<file path="src/rms_pkg.sv">
// Shared constants, carrier types and helpers of the relay matrix sequencer.
// Assumes one 125 MHz clock and a 32-bit Avalon-MM slave with byte addresses.
package rms_pkg;

  // Register byte offsets
  localparam logic [3:0] RMS_COL_OFS  = 4'h0;  // Coil column latch
  localparam logic [3:0] RMS_ROW_OFS  = 4'h4;  // Coil row latch
  localparam logic [3:0] RMS_STAT_OFS = 4'h8;  // Status
  localparam logic [3:0] RMS_MS_OFS   = 4'hC;  // Milliseconds since last latch write

  // Reset values: every drive released
  localparam logic [7:0] RMS_COL_RST = 8'hFF;
  localparam logic [7:0] RMS_ROW_RST = 8'hE0;

  // Row latch field positions
  localparam int RMS_ROW_UNI_EN = 7;  // Unidir drive enable, low = on
  localparam int RMS_ROW_BI_A   = 6;  // Bidir enable a, low = on
  localparam int RMS_ROW_BI_B   = 5;  // Bidir enable b, low = on
  localparam int RMS_ROW_DIR_W  = 5;  // Bidir direction bits [4:0], 1 = pull up

  // Column lines that are pull-ups; the rest are pull-downs
  localparam logic [7:0] RMS_COL_PULLUP_MASK = 8'h55;

  // Status field positions
  localparam int RMS_ST_TRAP      = 0;  // Overload level now
  localparam int RMS_ST_SEEN      = 1;  // Overload edge seen, write 1 to clear
  localparam int RMS_ST_INHIBIT   = 2;  // Inhibit jumper fitted
  localparam int RMS_ST_IDLE      = 3;  // Both latches at idle
  localparam int RMS_ST_ROWIN_LSB = 8;  // Bidir line readback [12:8]

  // Timing
  localparam int RMS_CLK_PERIOD_NS = 8;
  localparam int RMS_MS_TIME_NS    = 1000000;
  localparam int RMS_MS_CYCLES     = RMS_MS_TIME_NS / RMS_CLK_PERIOD_NS;
  localparam int RMS_PRE_W         = 17;

  // Avalon-MM request carrier
  typedef struct packed {
    logic        read;
    logic        write;
    logic [3:0]  address;
    logic [31:0] writedata;
    logic [3:0]  byteenable;
  } rms_avs_req_t;

  // Relay drive pins, output enables low while driving
  typedef struct packed {
    logic [7:0]               col_drive_out;
    logic [7:0]               col_drive_oe_n;
    logic [RMS_ROW_DIR_W-1:0] bidir_row_drive_out;
    logic [RMS_ROW_DIR_W-1:0] bidir_row_drive_oe_n;
  } rms_drive_t;

  // Core state
  typedef struct packed {
    logic [7:0]           col;
    logic [7:0]           row;
    logic                 ack;
    logic [31:0]          rdata;
    logic                 trap;
    logic                 seen;
    logic [RMS_PRE_W-1:0] pre;
    logic [15:0]          ms;
  } rms_core_t;

  // True when no more than one column output is low
  function automatic logic rms_col_legal(input logic [7:0] col);
    int n;
    n = 0;
    for (int i = 0; i < 8; i++) begin
      if (!col[i]) n++;
    end
    return n <= 1;
  endfunction : rms_col_legal

endpackage : rms_pkg

</file>
<file path="src/rms_drive_stage.sv">
// Registered relay drive stage: turns latch contents into pin drives.
// Assumes latch inputs come from flip-flops in the same clock domain.
`timescale 1ns/100ps
`default_nettype none
module rms_drive_stage (
  input  wire logic              ref_clk,
  input  wire logic              rstn,
  input  wire logic [7:0]        coil_column_latch,
  input  wire logic [7:0]        coil_row_latch,
  input  wire logic              relay_inhibit_jumper,
  output var rms_pkg::rms_drive_t relay_drive
);
  import rms_pkg::*;

  rms_drive_t q;       // Registered pins
  rms_drive_t d;       // Next pins
  logic       uni_en;  // Column drives allowed
  logic       bi_en;   // Row drives allowed

  // Drive decode; the jumper overrides any latch content
  always_comb begin
    d      = '0;
    uni_en = !coil_row_latch[RMS_ROW_UNI_EN] && !relay_inhibit_jumper
             && rms_col_legal(coil_column_latch);
    bi_en  = !coil_row_latch[RMS_ROW_BI_A] && !coil_row_latch[RMS_ROW_BI_B]
             && !relay_inhibit_jumper;
    for (int i = 0; i < 8; i++) begin
      // Pull-ups only source, pull-downs only sink
      d.col_drive_oe_n[i] = !(uni_en && !coil_column_latch[i]);
      d.col_drive_out[i]  = RMS_COL_PULLUP_MASK[i] && !d.col_drive_oe_n[i];
    end
    // Bidir lines source or sink by direction bit
    d.bidir_row_drive_out  = coil_row_latch[RMS_ROW_DIR_W-1:0];
    d.bidir_row_drive_oe_n = {RMS_ROW_DIR_W{!bi_en}};
  end

  // Reset leaves every line released
  always_ff @(posedge ref_clk or negedge rstn) begin
    if (!rstn) begin
      q <= '{col_drive_out: 8'h00, col_drive_oe_n: 8'hFF,
             bidir_row_drive_out: 5'h00, bidir_row_drive_oe_n: 5'h1F};
    end else begin
      q <= d;
    end
  end

  assign relay_drive = q;

  a_inhibit_all_off: assert property (@(posedge ref_clk) disable iff (!rstn)
    relay_inhibit_jumper |=> (&relay_drive.col_drive_oe_n)
                             && (&relay_drive.bidir_row_drive_oe_n))
    else $error("drive active while inhibit fitted");

  a_pull_direction: assert property (@(posedge ref_clk) disable iff (!rstn)
    ((~relay_drive.col_drive_oe_n) & (relay_drive.col_drive_out ^ RMS_COL_PULLUP_MASK))
      == 8'h00)
    else $error("column line driven against its direction");

  a_single_column: assert property (@(posedge ref_clk) disable iff (!rstn)
    rms_col_legal(relay_drive.col_drive_oe_n))
    else $error("more than one column line driven");

  a_row_follows_dir: assert property (@(posedge ref_clk) disable iff (!rstn)
    !relay_inhibit_jumper && !coil_row_latch[RMS_ROW_BI_A] && !coil_row_latch[RMS_ROW_BI_B]
    |=> relay_drive.bidir_row_drive_oe_n == 5'h00
        && relay_drive.bidir_row_drive_out == $past(coil_row_latch[4:0]))
    else $error("bidir lines not driven per direction bits");

endmodule : rms_drive_stage
`default_nettype wire

</file>
<file path="src/rms_relay_seq.sv">
// Relay matrix pulse sequencer: coil latches, overload trap and bus slave.
// Assumes an Avalon-MM master holding each request until waitrequest is low,
// and comparator inputs already synchronous to ref_clk.
//
// Contract
// - Idle: column latch ones, row enables high.
// - Unidir lines one way, bidir lines both ways.
// - Inhibit jumper disables all drives regardless.
// - Any comparator low raises overload trap.
// - Trap is non-maskable, taken on rising edge.
//
// Register map, byte offsets, writes use the low byte
//   0x0  coil_column_latch, a low bit selects a line
//   0x4  coil_row_latch: b7 unidir enable, b6/b5 bidir enables,
//        b4:0 bidir directions, 1 = pull up
//   0x8  status: b0 overload level, b1 overload edge seen,
//        b2 inhibit fitted, b3 both latches idle, b12:8 bidir readback
//   0xC  milliseconds since last latch write, saturating
//
// Bus timing
//   Cycle 0: request seen, waitrequest high, read data captured
//   Cycle 1: waitrequest low, a write lands at the closing edge
//   Pins follow a latch write one edge later
//   Each access costs two cycles; no bursts
//
// The address map and the Avalon-MM register port are this design's own decisions.
`timescale 1ns/100ps
`default_nettype none
module rms_relay_seq #(
  parameter int unsigned MS_CYCLES = rms_pkg::RMS_MS_CYCLES  // Cycles per millisecond tick
) (
  input  wire logic                  ref_clk,
  input  wire logic                  rstn,
  // Avalon-MM slave
  input  wire rms_pkg::rms_avs_req_t avs_req,
  output logic [31:0]                avs_readdata,
  output logic                       avs_waitrequest,
  // Board straps and sense lines
  input  wire logic                  relay_inhibit_jumper,
  input  wire logic [3:0]            overload_cmp_n,
  input  wire logic [4:0]            bidir_row_drive_in,
  // Relay drives and trap
  output var rms_pkg::rms_drive_t    relay_drive,
  output logic                       overload_trap
);
  import rms_pkg::*;

  rms_core_t   q;          // Registered state
  rms_core_t   d;          // Next state
  logic        req_act;    // A bus request is present
  logic        wr_take;    // Write takes effect this edge
  logic        latch_wr;   // Either coil latch written
  logic        tick;       // One-millisecond enable
  logic        idle;       // Both latches released
  logic [31:0] status;     // Status word
  logic [31:0] rd_mux;     // Read data for the current address

  // Idle means column all ones and every row enable high
  assign idle = (q.col == RMS_COL_RST)
                && q.row[RMS_ROW_UNI_EN] && q.row[RMS_ROW_BI_A]
                && q.row[RMS_ROW_BI_B];

  // Status word assembly
  always_comb begin
    status = 32'h0000_0000;
    status[RMS_ST_TRAP]    = q.trap;
    status[RMS_ST_SEEN]    = q.seen;
    status[RMS_ST_INHIBIT] = relay_inhibit_jumper;
    status[RMS_ST_IDLE]    = idle;
    status[RMS_ST_ROWIN_LSB +: RMS_ROW_DIR_W] = bidir_row_drive_in;
  end

  // Read decode; unmapped addresses read zero
  always_comb begin
    case (avs_req.address)
      RMS_COL_OFS:  rd_mux = {24'h00_0000, q.col};
      RMS_ROW_OFS:  rd_mux = {24'h00_0000, q.row};
      RMS_STAT_OFS: rd_mux = status;
      RMS_MS_OFS:   rd_mux = {16'h0000, q.ms};
      default:      rd_mux = 32'h0000_0000;
    endcase
  end

  // Read data is captured in the wait cycle so the answer
  // comes from a flip-flop; the cost is the fixed wait state
  // Bus handshake: one wait cycle, then the answer
  assign req_act  = avs_req.read || avs_req.write;
  assign wr_take  = avs_req.write && q.ack && avs_req.byteenable[0];
  assign latch_wr = wr_take
                    && (avs_req.address == RMS_COL_OFS || avs_req.address == RMS_ROW_OFS);

  // Only a ruler for software; it never ends a pulse on its own
  // Millisecond prescaler wraps once per period
  assign tick = (q.pre == RMS_PRE_W'(MS_CYCLES - 1));

  // Next-state logic
  always_comb begin
    d = q;

    // Acknowledge on the second cycle of each request
    d.ack = req_act && !q.ack;
    if (req_act && !q.ack) begin
      d.rdata = rd_mux;
    end

    // Latch writes; software keeps the sequence order itself
    // No order is enforced here; the drive stage alone guards the pins
    if (wr_take) begin
      case (avs_req.address)
        RMS_COL_OFS: begin
          d.col = avs_req.writedata[7:0];
        end
        RMS_ROW_OFS: begin
          d.row = avs_req.writedata[7:0];
        end
        RMS_STAT_OFS: begin
          // Write one clears the overload flag
          if (avs_req.writedata[RMS_ST_SEEN]) begin
            d.seen = 1'b0;
          end
        end
        default: begin
          // Read-only or unmapped: ignored
        end
      endcase
    end

    // Elapsed time lets software pace hold and decay waits
    if (latch_wr) begin
      d.pre = '0;
      d.ms  = 16'h0000;
    end else if (tick) begin
      d.pre = '0;
      if (q.ms != 16'hFFFF) begin
        d.ms = q.ms + 16'h0001;  // Saturates rather than wrapping
      end
    end else begin
      d.pre = q.pre + RMS_PRE_W'(1);
    end

    // Inputs are taken as synchronous; hysteresis is analog, not here
    // Wire-OR of low comparators, inverted into the trap
    d.trap = !(&overload_cmp_n);
    // Rising edge sets the flag; a set beats a clear in the same cycle
    if (d.trap && !q.trap) begin
      d.seen = 1'b1;
    end
  end

  // State register; reset releases every relay drive
  always_ff @(posedge ref_clk or negedge rstn) begin
    if (!rstn) begin
      q <= '{col: RMS_COL_RST, row: RMS_ROW_RST, ack: 1'b0, rdata: 32'h0000_0000,
             trap: 1'b0, seen: 1'b0, pre: '0, ms: 16'h0000};
    end else begin
      q <= d;
    end
  end

  // Outputs
  assign avs_waitrequest = req_act && !q.ack;
  assign avs_readdata    = q.rdata;
  assign overload_trap   = q.trap;  // no mask in the path

  // Pin drive stage, gated by the inhibit jumper
  rms_drive_stage u_drive (
    .ref_clk              (ref_clk),
    .rstn                 (rstn),
    .coil_column_latch    (q.col),
    .coil_row_latch       (q.row),
    .relay_inhibit_jumper (relay_inhibit_jumper),
    .relay_drive          (relay_drive)
  );

  // Checks

  // Reset leaves both latches idle
  a_reset_idle: assert property (@(posedge ref_clk)
    $rose(rstn) |-> idle)
    else $error("latches not idle after reset");

  // Idle latches keep every line released
  a_idle_no_drive: assert property (@(posedge ref_clk) disable iff (!rstn)
    idle ##1 idle |-> (&relay_drive.col_drive_oe_n) && (&relay_drive.bidir_row_drive_oe_n))
    else $error("drive active while latches idle");

  // Trap follows any low comparator one cycle later
  a_trap_rises: assert property (@(posedge ref_clk) disable iff (!rstn)
    !(&overload_cmp_n) |=> overload_trap)
    else $error("overload did not raise trap");

  // Trap drops once every comparator is high
  a_trap_falls: assert property (@(posedge ref_clk) disable iff (!rstn)
    (&overload_cmp_n) |=> !overload_trap)
    else $error("trap high without overload");

  // Trap rise is recorded in the status flag
  a_trap_edge_flag: assert property (@(posedge ref_clk) disable iff (!rstn)
    $rose(overload_trap) |-> status[RMS_ST_SEEN])
    else $error("trap edge not recorded");

  // Flag stands until software writes
  a_flag_holds: assert property (@(posedge ref_clk) disable iff (!rstn)
    status[RMS_ST_SEEN] && !wr_take |=> status[RMS_ST_SEEN])
    else $error("overload flag lost without a clear");

  // Exactly one wait state per access
  a_wait_one: assert property (@(posedge ref_clk) disable iff (!rstn)
    req_act && !q.ack ##1 req_act |-> !avs_waitrequest)
    else $error("answer not given on second cycle");

  // Column latch takes the written byte
  a_col_write: assert property (@(posedge ref_clk) disable iff (!rstn)
    wr_take && avs_req.address == RMS_COL_OFS |=> q.col == $past(avs_req.writedata[7:0]))
    else $error("column latch write lost");

  // All-ones column write frees the column lines
  a_col_release: assert property (@(posedge ref_clk) disable iff (!rstn)
    wr_take && avs_req.address == RMS_COL_OFS && avs_req.writedata[7:0] == 8'hFF
    |=> ##1 (&relay_drive.col_drive_oe_n))
    else $error("column drives still on after release");

  // Bidir enable a high frees the bidir lines
  a_row_release: assert property (@(posedge ref_clk) disable iff (!rstn)
    wr_take && avs_req.address == RMS_ROW_OFS && avs_req.writedata[RMS_ROW_BI_A]
    |=> ##1 (&relay_drive.bidir_row_drive_oe_n))
    else $error("bidir drives still on after release");

  // Any latch write restarts the elapsed timer
  a_ms_restart: assert property (@(posedge ref_clk) disable iff (!rstn)
    latch_wr |=> q.ms == 16'h0000 && q.pre == '0)
    else $error("elapsed timer not restarted");

  // Writes never land in the wait cycle
  a_no_early_write: assert property (@(posedge ref_clk) disable iff (!rstn)
    avs_req.write && !q.ack |=> $stable(q.col) && $stable(q.row))
    else $error("latch changed before the answer");

  // A write with the low lane masked is acknowledged and dropped
  a_masked_lane: assert property (@(posedge ref_clk) disable iff (!rstn)
    avs_req.write && !avs_req.byteenable[0] |=> $stable(q.col) && $stable(q.row))
    else $error("masked write changed a latch");

  // Row latch takes the written byte
  a_row_write: assert property (@(posedge ref_clk) disable iff (!rstn)
    wr_take && avs_req.address == RMS_ROW_OFS |=> q.row == $past(avs_req.writedata[7:0]))
    else $error("row latch write lost");

  // Read data stands between answers
  a_rdata_stands: assert property (@(posedge ref_clk) disable iff (!rstn)
    !(req_act && !q.ack) |=> $stable(avs_readdata))
    else $error("read data changed without a request");

  // Column read returns the latch
  a_col_readback: assert property (@(posedge ref_clk) disable iff (!rstn)
    avs_req.read && !q.ack && avs_req.address == RMS_COL_OFS
    |=> avs_readdata == {24'h00_0000, $past(q.col)})
    else $error("column read data wrong");

  // Row read returns the latch
  a_row_readback: assert property (@(posedge ref_clk) disable iff (!rstn)
    avs_req.read && !q.ack && avs_req.address == RMS_ROW_OFS
    |=> avs_readdata == {24'h00_0000, $past(q.row)})
    else $error("row read data wrong");

  // Status read carries the bidir line levels
  a_line_readback: assert property (@(posedge ref_clk) disable iff (!rstn)
    avs_req.read && !q.ack && avs_req.address == RMS_STAT_OFS
    |=> avs_readdata[RMS_ST_ROWIN_LSB +: RMS_ROW_DIR_W] == $past(bidir_row_drive_in))
    else $error("bidir readback wrong");

  // Elapsed time read returns the counter
  a_ms_readback: assert property (@(posedge ref_clk) disable iff (!rstn)
    avs_req.read && !q.ack && avs_req.address == RMS_MS_OFS
    |=> avs_readdata == {16'h0000, $past(q.ms)})
    else $error("elapsed time read data wrong");

  // Unaligned offsets read zero
  a_unmapped_read: assert property (@(posedge ref_clk) disable iff (!rstn)
    avs_req.read && !q.ack && avs_req.address[1:0] != 2'b00
    |=> avs_readdata == 32'h0000_0000)
    else $error("unmapped read not zero");

  // Clear works when no new edge arrives
  a_seen_clears: assert property (@(posedge ref_clk) disable iff (!rstn)
    wr_take && avs_req.address == RMS_STAT_OFS && avs_req.writedata[RMS_ST_SEEN]
    && (q.trap || (&overload_cmp_n)) |=> !status[RMS_ST_SEEN])
    else $error("overload flag not cleared");

  // A new overload edge always sets the flag, even against a clear
  a_seen_set_wins: assert property (@(posedge ref_clk) disable iff (!rstn)
    !q.trap && !(&overload_cmp_n) |=> status[RMS_ST_SEEN])
    else $error("overload edge lost");

  // Elapsed count steps once per tick
  a_ms_counts: assert property (@(posedge ref_clk) disable iff (!rstn)
    !latch_wr && tick && q.ms != 16'hFFFF |=> q.ms == $past(q.ms) + 16'h0001)
    else $error("elapsed count did not step");

  // Elapsed count stands between ticks
  a_ms_holds: assert property (@(posedge ref_clk) disable iff (!rstn)
    !latch_wr && !tick |=> $stable(q.ms))
    else $error("elapsed count moved between ticks");

  // Prescaler stays inside one period
  a_pre_bound: assert property (@(posedge ref_clk) disable iff (!rstn)
    q.pre <= RMS_PRE_W'(MS_CYCLES - 1))
    else $error("prescaler past its period");

endmodule : rms_relay_seq
`default_nettype wire

</file>
<file path="config.mk">
export PLATFORM = sky130hd
export DESIGN_NAME = rms_relay_seq
export DESIGN_NICKNAME = d
export VERILOG_FILES = /design/src/rms_pkg.sv /design/src/rms_drive_stage.sv /design/src/rms_relay_seq.sv
export SDC_FILE = /design/constraint.sdc
export NUM_CORES = 1
export LEC_CHECK = 0
export BUFFER_PORTS_ARGS = -buffer_cell sky130_fd_sc_hd__buf_2
export CAP_MARGIN = 20
export CELL_PAD_IN_SITES_DETAIL_PLACEMENT = 0
export CELL_PAD_IN_SITES_GLOBAL_PLACEMENT = 1
export CORE_MARGIN = 8
export CORE_UTILIZATION = 41
export DETAILED_ROUTE_END_ITERATION = 8
export PLACE_DENSITY_LB_ADDON = 0.2
export SLEW_MARGIN = 0
export SYNTH_ARGS = -nofsm -noshare
export SYNTH_HDL_FRONTEND = slang
export SYNTH_SLANG_ARGS = --single-unit
</file>
<file path="constraint.sdc">
create_clock -name ref_clk -period 5.7 [get_ports ref_clk]
set_input_delay 0.57 -clock ref_clk [delete_from_list [all_inputs] [get_ports ref_clk]]
set_output_delay 0.57 -clock ref_clk [all_outputs]
set_load 0.01 [all_outputs]
</file>
==> results of run 1 <==
-- area by class of cell --
| class | count | area, µm² |
|---|---|---|
| clock buffers | 10 | 250 |
| clock inverters | 6 | 42.5 |
| fillers | 1053 | 6080 |
| inverters | 10 | 37.5 |
| multi-input cells | 323 | 2130 |
| flip-flops and latches | 86 | 2180 |
| well taps | 143 | 179 |
| repair buffers | 71 | 370 |
-- worst register-to-register path, delay by kind of cell, from the launching register on --
family          cells  cell delay (ns)
compound gates      5             1.24
xor+xnor            1             0.15
fa+ha+maj           6             1.81
buf+inv             3             0.21
flops               1             0.59
simple gates        6             0.68
-- kinds of logic (layout without fill, tap and decap cells) --
| kind of cell | count (synthesis) | after routing | synth area share (%) |
|---|---|---|---|
| flip-flops | 86 | 86 | 46.7 |
| AO/OA/AOI/OAI | 41 | 41 | 6.01 |
| XOR/XNOR | 39 | 39 | 8.30 |
| buffers and inverters | 71 | 97 | 9.21 |
| AND/OR/NAND/NOR | 188 | 188 | 20.5 |
| multiplexers | 25 | 25 | 6.50 |
| other | 1 | 20 | 0.0805 |
| adder cells (fa/ha/maj) | 10 | 10 | 2.68 |
-- power by group through the flow --
stage	sequential [mW]	combinational (mW)	clock, mW
2_1_floorplan	0.804	0.553	0
3_3_place_gp	0.823	0.658	0
3_5_place_dp	0.828	0.672	0
4_1_cts	0.817	0.676	0.583
5_1_grt	0.833	0.754	0.605
6_report	0.815	0.669	0.571
-- cells in the final DEF (no fill, tap or decap), drive strengths merged, types with 8 or more instances in the layout --
master / instances
xnor2: 24
o21ai: 17
inv: 12
nor4: 9
nor3: 10
nand3: 29
clkbuf: 10
nor2: 49
mux2: 12
mux2i: 10
dfrtp: 66
ha: 10
xor2: 12
and3: 9
conb: 20
dfstp: 20
a22o: 8
nand2: 40
nand4: 8
buf: 71
-- sequential cells by signal, summed over array words and instances, names as in the netlist --
register             count
q                       51
u_drive.relay_drive     18
avs_readdata            16
overload_trap            1
-- metrics by stage --
step / utilization [%] / area (µm²)
final: 46.0 / 5190
after global routing: 46.0 / 5190
after CTS: 46.0 / 5190
after detailed placement: 43.4 / 4890
after global placement: 43.4 / 4890
after floorplan: - / 4730
-- per-layer routing --
layer	vias up	track usage (%)	wire, µm
met1	1576	18.9	4990
met5	-	0	0
li1	1613	-	-
met2	63	21.1	4510
met4	0	6.47	182
met3	14	2.99	508
-- worst min path at each step --
stage	endpoint	start	slack [ns]	depth (start not counted)
floorplan	avs_readdata[0]	rstn	0.27	0
global route	avs_readdata[11]	rstn	0.15	1
CTS	avs_readdata[11]	rstn	0.13	1
finish	avs_readdata[12]	rstn	0.13	1
detailed placement	u_drive.relay_drive[7]	q[70]	0.39	0
global placement	u_drive.relay_drive[7]	q[70]	0.38	0
==> summary by stage, run 1 <==
Die
The starting density of the core is about two fifths. The die area is 0.0150 mm². The overall die width is about 120 µm.

After floorplanning, the core was sized to cover ~0.011 mm². The chip height is approximately 120 µm. 114 I/O pins were placed. The number of core rows is 39.

Route
The total length of routed wires is 10.2 mm. In the routed layout, each cell is associated on average with a via count of just over 5. The count of unresolved DRC violations after routing is 0.

For this run, the detailed router's first-pass iteration total came to 4. For this block, the initial DRC count from the detailed router was approximately 270. The detailed router placed approximately 3300 vias in this run.

The number of nets with antenna violations after routing is 0. The routed wirelength normalized by instance count is 15.7 µm.

Worst setup path
STA classifies the critical path endpoint as a flop. The most prevalent standard cell on the critical path is ha_1. The logic depth of the worst register-to-register path is 21. The largest individual stage delay along the critical path comes from the cell dfstp_2.

The critical path starts at q[76]. The worst register-to-register path begins at q[76]. Traced cell by cell, the critical path runs through inv_1 -> ha_1 -> xnor2_1 -> ha_1 -> inv_1 -> o21ai_0 -> ha_1 -> nand2b_1 -> o311a_1 -> inv_1 -> ha_1 -> nor2_1 -> a21oi_1 -> ha_1 -> nand2b_1 -> nand2_1 -> ha_1 -> a211oi_1 -> o31ai_1 -> nor2_1 -> and3_2.

The total number of cells along the worst setup path is 21. Data on the critical path is required at its endpoint by about 6 ns. The delay of the slowest cell on the worst path is about 0.6 ns. Together, buffers and inverters on the worst path number 3. The arrival time of data at the critical path endpoint is ~5.0 ns. The critical path ends at u_drive.relay_drive[24].

The register-to-register setup slack is around 0.94 ns. The worst setup path is launched from a flop. The worst register-to-register path ends at u_drive.relay_drive[24]. The critical path is of the flop to flop type. The cell type group with the largest total delay on the critical path is adder cells. The biggest fanout along the worst timing path is 8.

Global routing
Entering global routing, the biggest net connects 63 pins. Summed over all layers, the global routing overflow is 0. The number of antenna violations at the first check in global routing is 0.

The first global-routing pass estimated roughly 17 mm of wire. Global routing used between 10% and 20% of the available tracks. The via count of the first global-routing pass is approximately 3200.

Placed design
The number of placed instances, taps included, is 633. Timing analysis after detailed placement gives a worst setup slack of between 0.9 and 1 ns. The detailed placer's ending HPWL is about 7.5 mm. The final estimated routing congestion in global placement is 0.815. The port buffer count is 66.

Clock network
The clock tree from TritonCTS is done. The deepest level of the CTS H-tree is 3. In this run, post-CTS hold repair placed 0 buffers. For the worst-skew pair, the clock arrives at the later sink with an insertion delay of 0.34 ns. The number of buffers added for setup after CTS is 0.

The root buffer cell is clkbuf_16. Clock-pin slew was measured on the worst setup and hold paths at ~0.07 ns. The number of buffers inserted during clock tree synthesis is 9. The tree built by TritonCTS fans out to 86 sinks. In this run, post-CTS repair resized a total of 0 instances.

The buffer levels on the longest clock path is 2.

Outcome
The flow ran to the end, and the final reports show no timing, DRC or antenna violations.

Power
The leakage power summed over all cells is 2.43 nW. The total chip power is ~2 mW. The share of total power in sequential cells is between 30 and 40%. The cell area power density is just under 400 mW/mm².

The switching component of the power is between 700 and 800 µW. Net switching is between 30% and 40% of the power. The internal power is 1.34 mW. Combinational logic is responsible for approximately a third of the overall power. The share of power burned in the clock network is between 20% and 30%.

IR analysis of the VDD net gives a maximum drop of between 0.15 and 0.2 mV.

Synthesis
In this run the mean area of a mapped cell was between 10 and 15 µm². For this run, the leading register cell type out of synthesis is dfrtp_1. The cell taking the most area after synthesis is dfrtp_1. The number of flops mapped to enable cells by yosys is 0.

By area the synthesized netlist is led by dfrtp_1 (35%), dfstp_2 (11%), buf_4 (6.4%). By instance count, the leading cell after synthesis is dfrtp_1. For this run, the register share of the synthesized area comes to a little under half. The cell area that synthesis handed to floorplanning was 0.00466 mm². Synthesis produced a netlist whose cell count is about 460. Of the post-synthesis cell area, the dominant cell type holds between 30% and 40%. The count of distinct cell types in the synthesized netlist is 56. Ranked by instance count, the synthesized netlist is headed by dfrtp_1 (66), nor2_1 (49), buf_4 (40), nand2_1 (40), nand3_1 (29). Counting flops and latches in the post-synthesis netlist gives 86. For this run, the number of Yosys warnings is 0. The fraction of synthesis flops using an asynchronous set or reset pin is 100%.

STA
Setup repair after global routing left no endpoint under its margin. The actual slew at the worst max-slew pin is 0.857 ns. The headroom to the max-slew limit is between 40 and 50%. The number of hold violations in the final report is 0. The count of endpoints failing setup in the final report is 0.

The setup total negative slack is 0 ns. The largest clock skew in the final design is approximately 0.0083 ns. The clock period minus worst slack is 4.76 ns. The max-slew violation total from the final report came to 0. The final period utilization is between 80% and 90%. Timing would allow up to 210 MHz. The final-layout worst hold slack is roughly 0.13 ns. The least setup slack across all paths after layout is ~0.94 ns.

Layout
The synthesis-to-finish area growth is 11.3%. Once layout is complete, the cells apart from fillers number ~650. The proportion of layout cells with a drive suffix above 1 is 26.3%. The number of antenna cells inserted is 0. The final-stage net count is 565.

Worst hold path
The worst min-delay path class is primary input to asynchronous set/reset pin.

Run
The count of maximum capacitance violations is 0.
(Power assumes the default switching activity.)
==> run 2: changes to the inputs <==
ABC_AREA = 1   (was unset)
CORE_UTILIZATION = 35   (was 41)
clock period = 4.25 ns   (was 5.7 ns; I/O delays follow)
==> run 2 against run 1 <==
  * First-iteration DRC count is 2.6% higher
  * Core utilization is 2.3 points lower
  * Combinational power is 130% higher
  * Global-route usage is 0.079 points higher
  * Cell area is 12% higher
  * Largest power group is now combinational logic
  * Via count is 25% higher
  * Clock skew is 0.0046 ns lower
==> summary by stage, run 2 <==
Route
After detailed routing, the total wire length is ~12 mm. The routed wirelength normalized by instance count is around 14 µm. Once detail routing completed, the nets flagged for antenna violations numbered 0. The routed via count divided by cell count is roughly 4.7. For this block, the initial DRC count from the detailed router was ~280. After detailed routing, the number of remaining DRC violations is 0. For this run, the detailed router's first-pass iteration total came to 4.

The detailed-route via count is about 4100.

Layout
0 antenna diodes ended up in the layout. Counting flops per register, the top entry is q. The final-stage net count is 746.

The register with the most flip-flops in the layout has 51 of them. For this run, the number of standard cells in the final layout without fillers is roughly 860. Of the cells placed in the final design, the portion with a size suffix greater than 1 is between 20% and 30%. The area of all placed cells without fillers is slightly below 0.006 mm². From synthesis to final layout, the design area changed by 21.9%. The library cells used most frequently in the layout, excluding fill and tap cells, are nand2_1 (130), inv_1 (66), dfrtp_1 (66).

The library cell used most frequently in the layout, excluding fill and tap cells, is nand2_1.

Power
VDD sags by at most 0.237 mV. The leakage power summed over all cells is 2.88 nW. For this design the ratio of total power to cell area is a little under 600 mW/mm². Power comes to roughly 3.4 mW.

Synthesis
The synthesis warning total is 0. In the synthesized netlist, the cells that appear most often are nand2_1 (140), inv_1 (72), dfrtp_1 (66). The cell taking the most area after synthesis is dfrtp_1. Yosys mapped a number of flops with a built-in enable equal to 0. The number of synthesized register bits is 86. Each instance of the synthesized netlist takes up on average between 8 and 9 µm².

For this run, the leading register cell type out of synthesis is dfrtp_1. Sequential cells were found to cover around 46% of the synthesized design area. Synthesis produced about 600 cells. The count of distinct cell types in the synthesized netlist is 39. Summing every instance area after synthesis gives between 0.004 and 0.005 mm².

The area share of the largest cell type after synthesis is 34.6%. The fraction of synthesis flops using an asynchronous set or reset pin is between 90% and 100%. After synthesis, the cell types taking the most area are dfrtp_1 (35%), dfstp_2 (11%), nand2_1 (11%). The library cell with the highest instance count after synthesis is nand2_1.

Clock network
The root buffer cell is clkbuf_16. After clock tree synthesis, the clock-pin slew on the worst setup and hold paths is ~0.06 ns. Buffers inserted during clock tree synthesis total 9. The buffer levels on the longest clock path is 2. TritonCTS built the clock tree. The count of clock tree sinks is between 80 and 90.

The later pin in the worst-skew pair is clocked with a latency of 0.34 ns. The deepest level of the CTS H-tree is 3.

Worst setup path
The worst setup path is of the flop to flop kind. The logic depth of the worst register-to-register path is 29. In this run the critical register-to-register path is launched from q[76]. In this design, the stage delay of the slowest critical-path cell is 0.55 ns.

The endpoint identified for the worst register-to-register timing path is u_drive.relay_drive[22]. The cell with the biggest individual delay on the critical path is dfstp_2. For the worst setup path, the data required time is 4.52 ns.

For the worst setup path, the data arrival time is 4.33 ns. The startpoint kind of the worst setup timing path is a flop. The worst setup path is captured at a flop.

The biggest fanout along the worst timing path is 5. The register-to-register setup slack is ~0.19 ns.

Die
The chip height is 133 µm. The total core area is 0.0133 mm². The floorplan step set the die width to about 130 µm. The die area is 0.0176 mm². The number of core rows is between 40 and 50. For this design the top-level I/O count stands at approximately 110. For this configuration, the core starts out at a cell density of between 30% and 40%.

Outcome
The flow ran to the end, and the final reports show no timing, DRC or antenna violations.

Run
The count of maximum capacitance violations is 0.

Placed design
The pre-CTS setup slack is -0.233 ns. The standard cell area after detailed placement is 0.00519 mm². The final estimated routing congestion in global placement is 0.843. The detailed placer's ending HPWL is around 8.9 mm. During placement, the flow inserted port buffers numbering between 60 and 70. The total instance count after detailed placement is a little over 800.

STA
For this run, the top clock speed supported by timing is about 250 MHz. The final period utilization is a little over nine tenths. The headroom to the max-slew limit is between 20% and 30%. The actual slew at the worst max-slew pin is between 1 and 1.5 ns.

Setup repair after global routing left no endpoint under its margin. The clock period minus worst slack is around 4.1 ns. Setup slack on the critical path of the routed design comes to around 0.19 ns.

The max-slew violation total from the final report came to 0. The final-layout worst hold slack is roughly 0.12 ns. The count of endpoints failing setup in the final report is 0.

Clock skew on the completed layout was measured at 0.00373 ns. The number of hold violations in the final report was 0.

Global routing
Entering global routing, the biggest net connects 58 pins. The number of antenna violations at the first check in global routing is 0. The via count of the first global-routing pass is slightly above 4000. The all-layer global routing usage is between 10% and 20%. The total overflow reported by the global router is 0. The first global-routing pass estimated slightly above 20 mm of wire.

Worst hold path
The tightest min-delay check is of the primary input to asynchronous set/reset pin type.
[run 2: final cells by class]
class | count | area (µm²)
Tap cell | 176 | 220
Inverter | 77 | 294
Fill cell | 1331 | 7480
Clock inverter | 3 | 45.0
Timing Repair Buffer | 106 | 641
Multi-Input combinational cell | 402 | 2190
Clock buffer | 12 | 246
Sequential cell | 86 | 2180
[run 2: logic make-up after synthesis]
family | synth area share, %
xor+xnor | 1.10
flops | 45.7
compound gates | 9.18
other cells | 0.0786
fa+ha+maj | 2.62
simple gates | 27.7
buf+inv | 13.7
[run 2: per-stage QoR]
step	setup TNS (ns)	utilization (%)
global placement	-1.39	39.1
floorplan	0	-
detailed placement	-2.15	39.1
finish	0	43.7
global route	0	43.7
CTS	0	43.0
[run 2: routing by layer]
metal  vias to the layer above  wire [µm]  GRT usage (%)
met4                         0        187           5.36
met2                       127       5510           21.6
li1                       2042          -              -
met1                      1906       5800           18.6
met3                        12        828           3.63
met5                         -          0              0
[run 2: worst max-delay path, delay by kind of cell (launching register included)]
family	cells	cell delay [ns]
AOI/OAI and AO/OA	1	0.11
and+or+nand+nor	16	1.68
DFF	1	0.55
buffers and inverters	7	0.48
adders and majority gates	5	1.14
[run 2: what timing repair did]
item                       4_1_cts  5_1_grt
setup buffers                   20        2
pin swaps                       20       14
hold buffers                     0        0
cloned                           1        0
setup endpoints to repair       12       12
gates resized for setup         20       21
[run 2: worst max path at each step]
stage | slack [ns] | cells after the start | endpoint | start
6_report | 0.19 | 29 | u_drive.relay_drive[22] | q[76]
5_1_grt | 0.02 | 29 | u_drive.relay_drive[24] | q[76]
4_1_cts | 0.008 | 32 | u_drive.relay_drive[24] | q[76]
3_5_place_dp | -0.23 | 27 | u_drive.relay_drive[24] | q[77]
3_3_place_gp | -0.16 | 27 | u_drive.relay_drive[20] | q[77]
2_1_floorplan | 0.003 | 27 | u_drive.relay_drive[18] | q[76]
[run 2: power breakdown]
| part | internal, mW | switching, mW | total (mW) | leakage (nW) |
|---|---|---|---|---|
| clock | 0.468 | 0.310 | 0.779 | 0.135 |
| combinational | 0.656 | 0.890 | 1.55 | 1.69 |
| sequential | 0.973 | 0.123 | 1.10 | 1.06 |
| total | 2.10 | 1.32 | 3.42 | 2.88 |
